**config.mk**
```make
export PLATFORM = sky130hd
export DESIGN_NAME = acc_conv_ctrl
export DESIGN_NICKNAME = d
export VERILOG_FILES = /design/src/acc_pkg.sv /design/src/acc_alarm_cmp.sv /design/src/acc_conv_ctrl.sv
export SDC_FILE = /design/constraint.sdc
export NUM_CORES = 1
export LEC_CHECK = 0
export BUFFER_PORTS_ARGS = -buffer_cell sky130_fd_sc_hd__buf_2
export CAP_MARGIN = 20
export CORE_MARGIN = 2
export CORE_UTILIZATION = 46
export CTS_CLUSTER_DIAMETER = 200
export DETAILED_ROUTE_END_ITERATION = 10
export GPL_ROUTABILITY_DRIVEN = 0
export PLACE_DENSITY_LB_ADDON = 0.05
export SYNTH_ARGS = -nofsm -noshare
export SYNTH_HDL_FRONTEND = slang
export SYNTH_SLANG_ARGS = --single-unit
export TNS_END_PERCENT = 100
```
**constraint.sdc**
```tcl
create_clock -name i_sys_clk -period 2 [get_ports i_sys_clk]
set_input_delay 0 -clock i_sys_clk [delete_from_list [all_inputs] [get_ports i_sys_clk]]
set_output_delay 0 -clock i_sys_clk [all_outputs]
set_load 0.01 [all_outputs]
```
**src/acc_pkg.sv**
```systemverilog
// Package for the converter control block: offsets, field positions, reset values and counts
package acc_pkg;

  // ----------------------------------------------------------------
  // Register offsets
  // ----------------------------------------------------------------
  localparam logic [5:0] ACC_OFS_CTL0     = 6'h00;
  localparam logic [5:0] ACC_OFS_CTL1     = 6'h01;
  localparam logic [5:0] ACC_OFS_DATA_HI  = 6'h02;
  localparam logic [5:0] ACC_OFS_DATA_LO  = 6'h03;
  localparam logic [5:0] ACC_OFS_THR_HI   = 6'h04;
  localparam logic [5:0] ACC_OFS_THR_LO   = 6'h05;
  localparam logic [5:0] ACC_OFS_WORD_HI  = 6'h06;
  localparam logic [5:0] ACC_OFS_WORD_LO  = 6'h07;
  localparam logic [5:0] ACC_OFS_TRIM     = 6'h20;
  localparam int         ACC_TRIM_BYTES   = 30;
  localparam int         ACC_TRIM_PER_MODE = 3;

  // ----------------------------------------------------------------
  // Field positions
  // ----------------------------------------------------------------
  localparam int ACC_C0_START   = 7;
  localparam int ACC_C0_VREF_LO = 6;
  localparam int ACC_C0_VPIN    = 5;
  localparam int ACC_C0_REPEAT  = 4;
  localparam int ACC_C1_VREF_HI = 7;
  localparam int ACC_C1_UP_EN   = 6;
  localparam int ACC_C1_LO_EN   = 5;
  localparam int ACC_C1_UP_FLG  = 4;
  localparam int ACC_C1_LO_FLG  = 3;

  // ----------------------------------------------------------------
  // Reset values and decode codes
  // ----------------------------------------------------------------
  localparam logic [7:0] ACC_CTL0_RST   = 8'h00;
  localparam logic [7:0] ACC_CTL1_RST   = 8'h80;
  localparam logic [7:0] ACC_THR_HI_RST = 8'hff;
  localparam logic [7:0] ACC_THR_LO_RST = 8'h00;
  localparam logic [3:0] ACC_SEL_OFFSET_TRIM_VALUE = 4'he;
  localparam logic [3:0] ACC_SEL_TEMP   = 4'hf;
  localparam logic [1:0] ACC_VREF_EXT   = 2'h0;
  localparam logic [1:0] ACC_VREF_1V0   = 2'h1;
  localparam logic [1:0] ACC_VREF_2V0   = 2'h2;

  // ----------------------------------------------------------------
  // Cycle counts
  // ----------------------------------------------------------------
  localparam int ACC_FIRST_CYCLES = 5129;
  localparam int ACC_PWRUP_CYCLES = 40;
  localparam int ACC_REPEAT_CYCLES = 256;
  localparam int ACC_IDLE_CYCLES  = 160;
  localparam int ACC_CNT_W        = 15;

  typedef enum logic [3:0] {
    ACC_ST_IDLE  = 4'b0001,
    ACC_ST_PWRUP = 4'b0010,
    ACC_ST_FIRST = 4'b0100,
    ACC_ST_REPT  = 4'b1000
  } acc_state_t;

endpackage : acc_pkg

```
**src/acc_alarm_cmp.sv**
```systemverilog
// Threshold comparison of one converted sample against the two alarm limits
`timescale 1ns/10ps
module acc_alarm_cmp (
  input  wire logic [12:0] i_sample,
  input  wire logic [7:0]  i_upper_threshold,
  input  wire logic [7:0]  i_lower_threshold,
  output logic             o_upper_hit,
  output logic             o_lower_hit
);
  logic       neg;
  logic [7:0] mag;

  // Sign excluded: top eight data bits only
  assign neg = i_sample[12];
  assign mag = i_sample[11:4];

  always_comb begin
    o_upper_hit = !neg && (mag > i_upper_threshold);
    o_lower_hit = neg || (mag < i_lower_threshold);
  end
endmodule : acc_alarm_cmp

```
**src/acc_conv_ctrl.sv**
```systemverilog
// Converter sequencing, result registers, alarm flags and interrupt request
//
// Summary of operation
// - First conversion ends 5129 cycles after start, plus 40 if powered down.
// - Start bit clears at first completion and stays zero afterwards.
// - First continuous completion raises an interrupt request.
// - Afterwards a new result every 256 cycles overwrites the data registers.
// - 13-bit result: upper eight bits in data-high, lower five in data-low [7:3].
// - Completion interrupt only while both alarm enables are clear.
// - Sample above upper threshold sets upper flag; interrupts if enabled.
// - Sample below lower threshold sets lower flag; interrupts if enabled.
// - Unsigned thresholds compare with data-high [6:0] and data-low bit 7.
// - Negative samples never hit the upper alarm, always hit the lower.
// - Alarm flags update every conversion; enables only gate the interrupt.
// - Disabled converter raises no interrupt; a pending one stays pending.
// - All three sources share one interrupt line; software reads status.
// - Only hardware sets alarm flags; writing 1 clears, 0 leaves them.
// - Offset calibration input select shorts the differential inputs.
// - Thirty calibration bytes, three per input mode: offset then gain pair.
// - Output word: sign bit 15, data 14..3, unused 2..1, overflow bit 0.
// - Reference select: 00 external, 01 1.0 V, 10 2.0 V, 11 reserved.
// - Writing start during a conversion restarts it from the beginning.
// - Temperature sensor input doubles both first and repeat intervals.
// - 160 idle cycles power the converter down; next request powers up.
//
// Local design decisions: the register addresses and the strobed register port.
`timescale 1ns/10ps
module acc_conv_ctrl #(
  parameter int              FIRST_CYCLES = acc_pkg::ACC_FIRST_CYCLES,
  parameter logic [239:0]    TRIM_INIT    = '0
) (
  input  wire logic          i_sys_clk,
  input  wire logic          i_nrst,
  input  wire logic          i_ce,
  input  wire logic [5:0]    i_addr,
  input  wire logic [7:0]    i_wdata,
  input  wire logic          i_wr,
  input  wire logic          i_rd,
  output logic      [7:0]    o_rdata,
  input  wire logic [12:0]   i_smp_data,
  input  wire logic          i_smp_ovf,
  output logic               o_mod_run,
  output logic               o_mod_pwr,
  output logic      [3:0]    o_input_select,
  output logic      [2:0]    o_input_stage_sel,
  output logic               o_input_short,
  output logic               o_vref_int_en,
  output logic               o_vref_2v0,
  output logic               o_vref_pin_drive,
  output logic      [15:0]   o_out_word,
  output logic               o_out_valid,
  output logic               o_irq
);
  import acc_pkg::*;

  // ----------------------------------------------------------------
  // Derived counts
  // ----------------------------------------------------------------
  localparam logic [ACC_CNT_W-1:0] FIRST_LEN  = ACC_CNT_W'(FIRST_CYCLES);
  localparam logic [ACC_CNT_W-1:0] REPT_LEN   = ACC_CNT_W'(ACC_REPEAT_CYCLES);
  localparam logic [ACC_CNT_W-1:0] PWRUP_LEN  = ACC_CNT_W'(ACC_PWRUP_CYCLES);
  localparam logic [7:0]           IDLE_LEN   = 8'(ACC_IDLE_CYCLES);

  // ----------------------------------------------------------------
  // State
  // ----------------------------------------------------------------
  typedef struct packed {
    acc_state_t               st;
    logic [ACC_CNT_W-1:0]     cnt;
    logic [7:0]               idle_cnt;
    logic                     pwr_dn;
    logic                     conv_start_bit;
    logic                     vref_level_lo_bit;
    logic                     vref_pin_drive;
    logic                     repeat_mode_sel;
    logic [3:0]               input_select;
    logic                     vref_level_hi_bit;
    logic                     upper_alarm_en;
    logic                     lower_alarm_en;
    logic                     upper_flag;
    logic                     lower_flag;
    logic [2:0]               input_stage_sel;
    logic [7:0]               upper_threshold;
    logic [7:0]               lower_threshold;
    logic [7:0]               sample_high_byte;
    logic [7:0]               sample_low_byte;
    logic                     ovf;
    logic [ACC_TRIM_BYTES-1:0][7:0] trim;
    logic [7:0]               rdata;
    logic                     irq;
    logic                     out_valid;
    logic                     mod_run;
    logic                     mod_pwr;
    logic                     input_short;
    logic                     vref_int_en;
    logic                     vref_2v0;
    logic                     vref_pin_out;
  } acc_regs_t;

  acc_regs_t s_r;
  acc_regs_t s_nxt;

  logic upper_hit;
  logic lower_hit;

  // ----------------------------------------------------------------
  // Helpers
  // ----------------------------------------------------------------
  function automatic logic trim_hit(input logic [5:0] addr);
    trim_hit = (addr >= ACC_OFS_TRIM) && (addr < ACC_OFS_TRIM + 6'(ACC_TRIM_BYTES));
  endfunction : trim_hit

  function automatic logic [4:0] trim_idx(input logic [5:0] addr);
    logic [5:0] d;
    d = addr - ACC_OFS_TRIM;
    trim_idx = d[4:0];
  endfunction : trim_idx

  // Temperature sensor runs at half rate
  function automatic logic [ACC_CNT_W-1:0] scaled(input logic [ACC_CNT_W-1:0] len,
                                                  input logic [3:0] sel);
    scaled = (sel == ACC_SEL_TEMP) ? ACC_CNT_W'({len, 1'b0}) : len;
  endfunction : scaled

  acc_alarm_cmp u_alarm (
    .i_sample          (i_smp_data),
    .i_upper_threshold (s_r.upper_threshold),
    .i_lower_threshold (s_r.lower_threshold),
    .o_upper_hit       (upper_hit),
    .o_lower_hit       (lower_hit)
  );

  // ----------------------------------------------------------------
  // Next state
  // ----------------------------------------------------------------
  always_comb begin
    logic       wr_c0;
    logic       wr_c1;
    logic       start_req;
    logic       done;
    logic       clr_up;
    logic       clr_lo;
    logic       set_up;
    logic       set_lo;
    logic [1:0] vsel;
    wr_c0     = 1'b0;
    wr_c1     = 1'b0;
    start_req = 1'b0;
    done      = 1'b0;
    clr_up    = 1'b0;
    clr_lo    = 1'b0;
    set_up    = 1'b0;
    set_lo    = 1'b0;
    vsel      = 2'h0;
    s_nxt     = s_r;
    s_nxt.irq       = 1'b0;
    s_nxt.out_valid = 1'b0;
    s_nxt.rdata     = 8'h00;

    // Register writes
    wr_c0 = i_wr && (i_addr == ACC_OFS_CTL0);
    wr_c1 = i_wr && (i_addr == ACC_OFS_CTL1);
    if (wr_c0) begin
      s_nxt.vref_level_lo_bit = i_wdata[ACC_C0_VREF_LO];
      s_nxt.vref_pin_drive    = i_wdata[ACC_C0_VPIN];
      s_nxt.repeat_mode_sel   = i_wdata[ACC_C0_REPEAT];
      s_nxt.input_select      = i_wdata[3:0];
      start_req               = i_wdata[ACC_C0_START];
    end
    if (wr_c1) begin
      s_nxt.vref_level_hi_bit = i_wdata[ACC_C1_VREF_HI];
      s_nxt.upper_alarm_en    = i_wdata[ACC_C1_UP_EN];
      s_nxt.lower_alarm_en    = i_wdata[ACC_C1_LO_EN];
      s_nxt.input_stage_sel   = i_wdata[2:0];
      clr_up                  = i_wdata[ACC_C1_UP_FLG];
      clr_lo                  = i_wdata[ACC_C1_LO_FLG];
    end
    if (i_wr && (i_addr == ACC_OFS_THR_HI)) begin
      s_nxt.upper_threshold = i_wdata;
    end
    if (i_wr && (i_addr == ACC_OFS_THR_LO)) begin
      s_nxt.lower_threshold = i_wdata;
    end
    // Option space kept writable so trim bytes can be loaded after reset
    if (i_wr && trim_hit(i_addr)) begin
      s_nxt.trim[trim_idx(i_addr)] = i_wdata;
    end

    // Sequencer
    if (s_r.cnt != '0) begin
      s_nxt.cnt = s_r.cnt - ACC_CNT_W'(1);
    end
    case (s_r.st)
      ACC_ST_IDLE: begin
        if (s_r.idle_cnt == IDLE_LEN - 8'(1)) begin
          s_nxt.pwr_dn = 1'b1;
        end else if (!s_r.pwr_dn) begin
          s_nxt.idle_cnt = s_r.idle_cnt + 8'(1);
        end
      end
      ACC_ST_PWRUP: begin
        if (s_r.cnt == ACC_CNT_W'(1)) begin
          s_nxt.pwr_dn = 1'b0;
          s_nxt.st     = ACC_ST_FIRST;
          s_nxt.cnt    = scaled(FIRST_LEN, s_r.input_select);
        end
      end
      ACC_ST_FIRST: begin
        if (s_r.cnt == ACC_CNT_W'(1)) begin
          done                 = 1'b1;
          s_nxt.conv_start_bit = 1'b0;
          if (s_r.repeat_mode_sel) begin
            s_nxt.st  = ACC_ST_REPT;
            s_nxt.cnt = scaled(REPT_LEN, s_r.input_select);
          end else begin
            s_nxt.st = ACC_ST_IDLE;
          end
        end
      end
      ACC_ST_REPT: begin
        if (!s_r.repeat_mode_sel) begin
          s_nxt.st  = ACC_ST_IDLE;
          s_nxt.cnt = '0;
        end else if (s_r.cnt == ACC_CNT_W'(1)) begin
          done      = 1'b1;
          s_nxt.cnt = scaled(REPT_LEN, s_r.input_select);
        end
      end
      default: begin
        s_nxt.st  = ACC_ST_IDLE;
        s_nxt.cnt = '0;
      end
    endcase

    // Start or restart overrides the next state, and the count except during powerup; a completion in the same cycle still stores its result and pulses
    if (start_req) begin
      s_nxt.conv_start_bit = 1'b1;
      s_nxt.idle_cnt       = 8'h00;
      if (s_r.st == ACC_ST_IDLE && s_r.pwr_dn) begin
        s_nxt.st  = ACC_ST_PWRUP;
        s_nxt.cnt = PWRUP_LEN;
      end else if (s_r.st == ACC_ST_PWRUP) begin
        s_nxt.st = ACC_ST_PWRUP;
      end else begin
        s_nxt.st  = ACC_ST_FIRST;
        s_nxt.cnt = scaled(FIRST_LEN, i_wdata[3:0]);
      end
    end
    if (s_nxt.st != ACC_ST_IDLE) begin
      s_nxt.idle_cnt = 8'h00;
    end

    // Completion: raw sample stored, no correction applied
    if (done) begin
      s_nxt.sample_high_byte = i_smp_data[12:5];
      s_nxt.sample_low_byte  = {i_smp_data[4:0], 3'h0};
      s_nxt.ovf              = i_smp_ovf;
      s_nxt.out_valid        = 1'b1;
      set_up                 = upper_hit;
      set_lo                 = lower_hit;
      // Sources only fire on completion, which needs an active converter
      s_nxt.irq = (!s_r.upper_alarm_en && !s_r.lower_alarm_en)
                  || (s_r.upper_alarm_en && upper_hit)
                  || (s_r.lower_alarm_en && lower_hit);
    end
    // Set wins over a clear in the same cycle
    s_nxt.upper_flag = (s_r.upper_flag && !clr_up) || set_up;
    s_nxt.lower_flag = (s_r.lower_flag && !clr_lo) || set_lo;

    // Read data, one cycle after the strobe
    if (i_rd) begin
      case (i_addr)
        ACC_OFS_CTL0:    s_nxt.rdata = {s_r.conv_start_bit, s_r.vref_level_lo_bit, s_r.vref_pin_drive,
                                        s_r.repeat_mode_sel, s_r.input_select};
        ACC_OFS_CTL1:    s_nxt.rdata = {s_r.vref_level_hi_bit, s_r.upper_alarm_en, s_r.lower_alarm_en,
                                        s_r.upper_flag, s_r.lower_flag, s_r.input_stage_sel};
        ACC_OFS_DATA_HI: s_nxt.rdata = s_r.sample_high_byte;
        ACC_OFS_DATA_LO: s_nxt.rdata = s_r.sample_low_byte;
        ACC_OFS_THR_HI:  s_nxt.rdata = s_r.upper_threshold;
        ACC_OFS_THR_LO:  s_nxt.rdata = s_r.lower_threshold;
        ACC_OFS_WORD_HI: s_nxt.rdata = s_r.sample_high_byte;
        ACC_OFS_WORD_LO: s_nxt.rdata = {s_r.sample_low_byte[7:3], 2'h0, s_r.ovf};
        default: begin
          if (trim_hit(i_addr)) begin
            s_nxt.rdata = s_r.trim[trim_idx(i_addr)];
          end else begin
            s_nxt.rdata = 8'h00;
          end
        end
      endcase
    end

    // Analog controls
    vsel                = {s_nxt.vref_level_hi_bit, s_nxt.vref_level_lo_bit};
    s_nxt.vref_int_en   = (vsel == ACC_VREF_1V0) || (vsel == ACC_VREF_2V0);
    s_nxt.vref_2v0      = (vsel == ACC_VREF_2V0);
    // Pin only ever carries an enabled internal reference, never a reserved code
    s_nxt.vref_pin_out  = s_nxt.vref_pin_drive && s_nxt.vref_int_en;
    s_nxt.input_short   = (s_nxt.input_select == ACC_SEL_OFFSET_TRIM_VALUE);
    s_nxt.mod_run       = (s_nxt.st == ACC_ST_FIRST) || (s_nxt.st == ACC_ST_REPT);
    s_nxt.mod_pwr       = !s_nxt.pwr_dn || (s_nxt.st == ACC_ST_PWRUP);
  end

  // ----------------------------------------------------------------
  // State register
  // ----------------------------------------------------------------
  always_ff @(posedge i_sys_clk or negedge i_nrst) begin
    if (!i_nrst) begin
      s_r                   <= '0;
      s_r.st                <= ACC_ST_IDLE;
      s_r.pwr_dn            <= 1'b1;
      s_r.conv_start_bit    <= ACC_CTL0_RST[ACC_C0_START];
      s_r.vref_level_lo_bit <= ACC_CTL0_RST[ACC_C0_VREF_LO];
      s_r.vref_level_hi_bit <= ACC_CTL1_RST[ACC_C1_VREF_HI];
      s_r.upper_threshold   <= ACC_THR_HI_RST;
      s_r.lower_threshold   <= ACC_THR_LO_RST;
      s_r.trim              <= TRIM_INIT;
      s_r.vref_int_en       <= 1'b1;
      s_r.vref_2v0          <= 1'b1;
    end else if (i_ce) begin
      s_r <= s_nxt;
    end
  end

  // ----------------------------------------------------------------
  // Outputs
  // ----------------------------------------------------------------
  assign o_rdata           = s_r.rdata;
  assign o_mod_run         = s_r.mod_run;
  assign o_mod_pwr         = s_r.mod_pwr;
  assign o_input_select    = s_r.input_select;
  assign o_input_stage_sel = s_r.input_stage_sel;
  assign o_input_short     = s_r.input_short;
  assign o_vref_int_en     = s_r.vref_int_en;
  assign o_vref_2v0        = s_r.vref_2v0;
  assign o_vref_pin_drive  = s_r.vref_pin_out;
  assign o_out_word        = {s_r.sample_high_byte, s_r.sample_low_byte[7:3], 2'h0, s_r.ovf};
  assign o_out_valid       = s_r.out_valid;
  assign o_irq             = s_r.irq;

endmodule : acc_conv_ctrl

```
==> impl_metrics.ini <==
[logic_synthesis]
synth_enable_flop_cells = 0
async_flop_share = 1.00
seq_area_frac_synth = 0.493
ys_warn_count = 0
syn-mean-instance-area_um2 = 12.5
synth_top_area_frac = 0.472
netlist_area_mm2 = 0.0168
synth_cell_types = 72
ys_top_cells_by_area = dfrtp_1 47%, mux2_2 18%, mux4_2 8.2%
synthFlopType = dfrtp_1
synth-seq-cells = 330
synth_top_cell_by_area = dfrtp_1
synth_cells = 1339

[drt]
drt_iter0_markers = 609
drt-total-wl_mm = 46.6
vias_per_cell = 5.81
antenna_left = 0
drtPass1Iterations = 5
avgRoutedWirePerCell_um = 23.0
drc_errors = 0
vias = 11759

[layout]
area_delta_synth_final_pct = 22.7
layout_commonest_cell = dfrtp_1
fill_cells = 2941
nets = 1591
regArea_mm2 = 0.00828
stdcell_area_mm2 = 0.0206
layout-drive-gt1-share = 0.468
n_antenna_cell = 0
multiInputGateArea_mm2 = 0.00816
final_cell_mix = 316 x dfrtp_1, 249 x mux2_2, 150 x buf_4

[run_status]
status = complete, but fails checks
violations = setup timing

[clocking]
cts_root_buf = clkbuf_16
cts_max_level = 2
cts_tree = yes
clk_pin_slew_worst_paths_ps = 60
clock-sinks = 330
cts_buffer_depth = 3
cts_buffers = 38
clkLatencyLatePin_ps = 560

[worst_setup_path]
crit_fanout = 6
end_kind = flop
r2r-end = o_out_word[8]
start_kind = flop
crit_slowest_cell = dfrtp_1
worstPathCellList = inv_2 > ha_4 > nor4b_4 > buf_4 > nand4_1 > buf_6 > nor2_4 > clkbuf_16 > mux2_4
path_class = flop to flop
critPathLaunch = s_r[315]
regToRegSetupSlack_ps = -50
crit_required_ps = 2430
slowest_delay_ps = 390
critPathCapture = o_out_word[8]
reg2reg_from = s_r[315]
rr_worst_depth = 9
cp.arrival_ps = 2490

[sta]
report.final.slew_viol_count = 0
rsz0062_at_grt = yes
final-setup-viol-count = 23
fin_crit_ps = 2050
tns_ps = -702
slew_headroom = 0.446
fin_ws_ps = -54.9
clock_skew_ps = 16.5
hold_viol = 0
worstMarginPinSlew_ps = 831
max_freq_ghz = 0.487
fin_crit_sh = 1.03

[floorplan]
die_w_um = 195
core_mm2 = 0.0357
die_area_mm2 = 0.0381
start_util = 0.470
pin_count = 72
die_h_um = 195
rows = 69

[worst_hold_path]
hp-class = input pin to flop

[global_route]
grt_max_degree = 82
grt.total_usage = 0.249
grt_pass1_wl_mm = 72.0
gr-total-overflow = 0
antenna_found_initial = 0
grt_pass1_vias = 11902

[place]
port_buffers = 69
dp_hpwl_mm = 31.7
dpl-instance-area_mm2 = 0.0186

[power]
netSwitchingFraction = 0.274
cellPowerDensity_mw_per_mm2 = 851
comb_power_share = 0.178
p_int_uw = 12700
peakVddDrop_mv = 0.843
p_switching_uw = 4810
leakagePower_uw = 0.00977
seqPwrFrac = 0.442
p_clk_frac = 0.380

[flow_run]
drv_cap = 0
-- registers in the layout, summed over array words and instances (netlist names) --
signal,count
o_mod_pwr,1
o_input_select,4
o_input_short,1
o_vref_int_en,1
o_irq,1
o_input_stage_sel,3
o_out_valid,1
o_out_word,14
o_rdata,8
s_r,293
o_mod_run,1
o_vref_2v0,1
o_vref_pin_drive,1
-- cells in the mapped netlist, types with 4 or more instances --
| library cell | count |
|---|---|
| a21o_1 | 9 |
| dfstp_2 | 13 |
| nor3_1 | 18 |
| inv_1 | 32 |
| a21oi_1 | 37 |
| nor2_2 | 15 |
| o22ai_1 | 5 |
| mux2_2 | 263 |
| a22oi_1 | 15 |
| nand3_1 | 37 |
| mux2_1 | 8 |
| o2bb2ai_1 | 4 |
| clkbuf_1 | 40 |
| mux4_2 | 61 |
| ha_1 | 19 |
| and2_1 | 4 |
| buf_4 | 38 |
| nor4_1 | 5 |
| nor2b_1 | 9 |
| a31oi_1 | 18 |
| mux2i_1 | 18 |
| nor2_8 | 7 |
| and3_1 | 8 |
| and4_1 | 6 |
| a221oi_1 | 4 |
| o211ai_1 | 7 |
| nand4_1 | 12 |
| buf_6 | 4 |
| dfrtp_1 | 317 |
| o221ai_1 | 7 |
| nand2_1 | 79 |
| buf_2 | 22 |
| buf_1 | 10 |
| a211oi_1 | 6 |
| o21ai_0 | 58 |
| nand2b_1 | 11 |
| nor2_1 | 51 |
-- metal layers --
metal	global-route usage	vias up	share of wire
li1	-	5331	-
met1	0.350	6104	0.45
met2	0.405	264	0.48
met3	0.0358	60	0.044
met4	0.0710	0	0.020
met5	0	-	0
-- area by class of cell --
| class | instances | area share |
|---|---|---|
| multi-input cells | 863 | 0.396 |
| well taps | 461 | 0.0280 |
| repair buffers | 273 | 0.112 |
| clock buffers | 51 | 0.0514 |
| inverters | 33 | 0.00601 |
| flip-flops and latches | 330 | 0.402 |
| clock inverters | 12 | 0.00516 |
-- worst min-delay path by stage --
stage	startpoint	end	slack, ps	cells past startpoint
2_1_floorplan	i_nrst	o_input_select[0]	-300	0
3_5_place_dp	i_nrst	o_out_word[15]	-80	1
3_3_place_gp	i_nrst	o_out_word[15]	-80	1
5_1_grt	i_wdata[5]	s_r[286]	70	3
6_report	i_wdata[4]	s_r[285]	60	3
4_1_cts	i_addr[5]	s_r[304]	30	5
-- power by group through the flow --
stage	registers [µW]	clock network, µW	logic, µW
2_1_floorplan	7720	0	1800
3_3_place_gp	7820	0	2800
3_5_place_dp	7840	0	2830
4_1_cts	7730	6810	2960
5_1_grt	7830	7110	3420
6_report	7750	6660	3120
-- cell families (layout without fill, tap and decap cells) --
| family | after synthesis | after routing | synth area share |
|---|---|---|---|
| xor gates and xnor gates | 4 | 4 | 0.00209 |
| other | 1 | 2 | 0.000223 |
| AOI/OAI and AO/OA | 201 | 201 | 0.0773 |
| buffers and inverters | 147 | 369 | 0.0448 |
| DFF | 330 | 330 | 0.493 |
| adders and majority gates | 19 | 19 | 0.0142 |
| muxes | 350 | 350 | 0.274 |
| and+or+nand+nor | 287 | 287 | 0.0944 |
-- worst max-delay path, delay by kind of cell (launching register included) --
family	cells	cell delay [ps]
fa+ha+maj	1	120
simple gates	3	490
flops	1	390
buf+inv	4	630
mux	1	290
-- what timing repair did --
action                                 CTS  global route
hold buffers                            24             0
endpoints found under the hold margin  393             0
buffers inserted                         3            11
cloned                                   0             3
pin swaps                               12            19
setup endpoints to repair               35            43
resized for setup                       25            73
-- through the flow --
step / worst slack [ps] / hold WS [ps] / util / total power, µW / instances
after floorplan: -55.9 / -296 / - / 9520 / 1340
after global placement: -180 / -80.9 / 0.522 / 10600 / 1921
after detailed placement: -183 / -75.9 / 0.522 / 10700 / 1921
after CTS: -11.7 / 31.9 / 0.565 / 17500 / 2011
after global routing: -200 / 72.9 / 0.577 / 18400 / 2023
final: -54.9 / 57.5 / 0.577 / 17500 / 2023
Note: power is estimated with default switching activity, not from simulation.
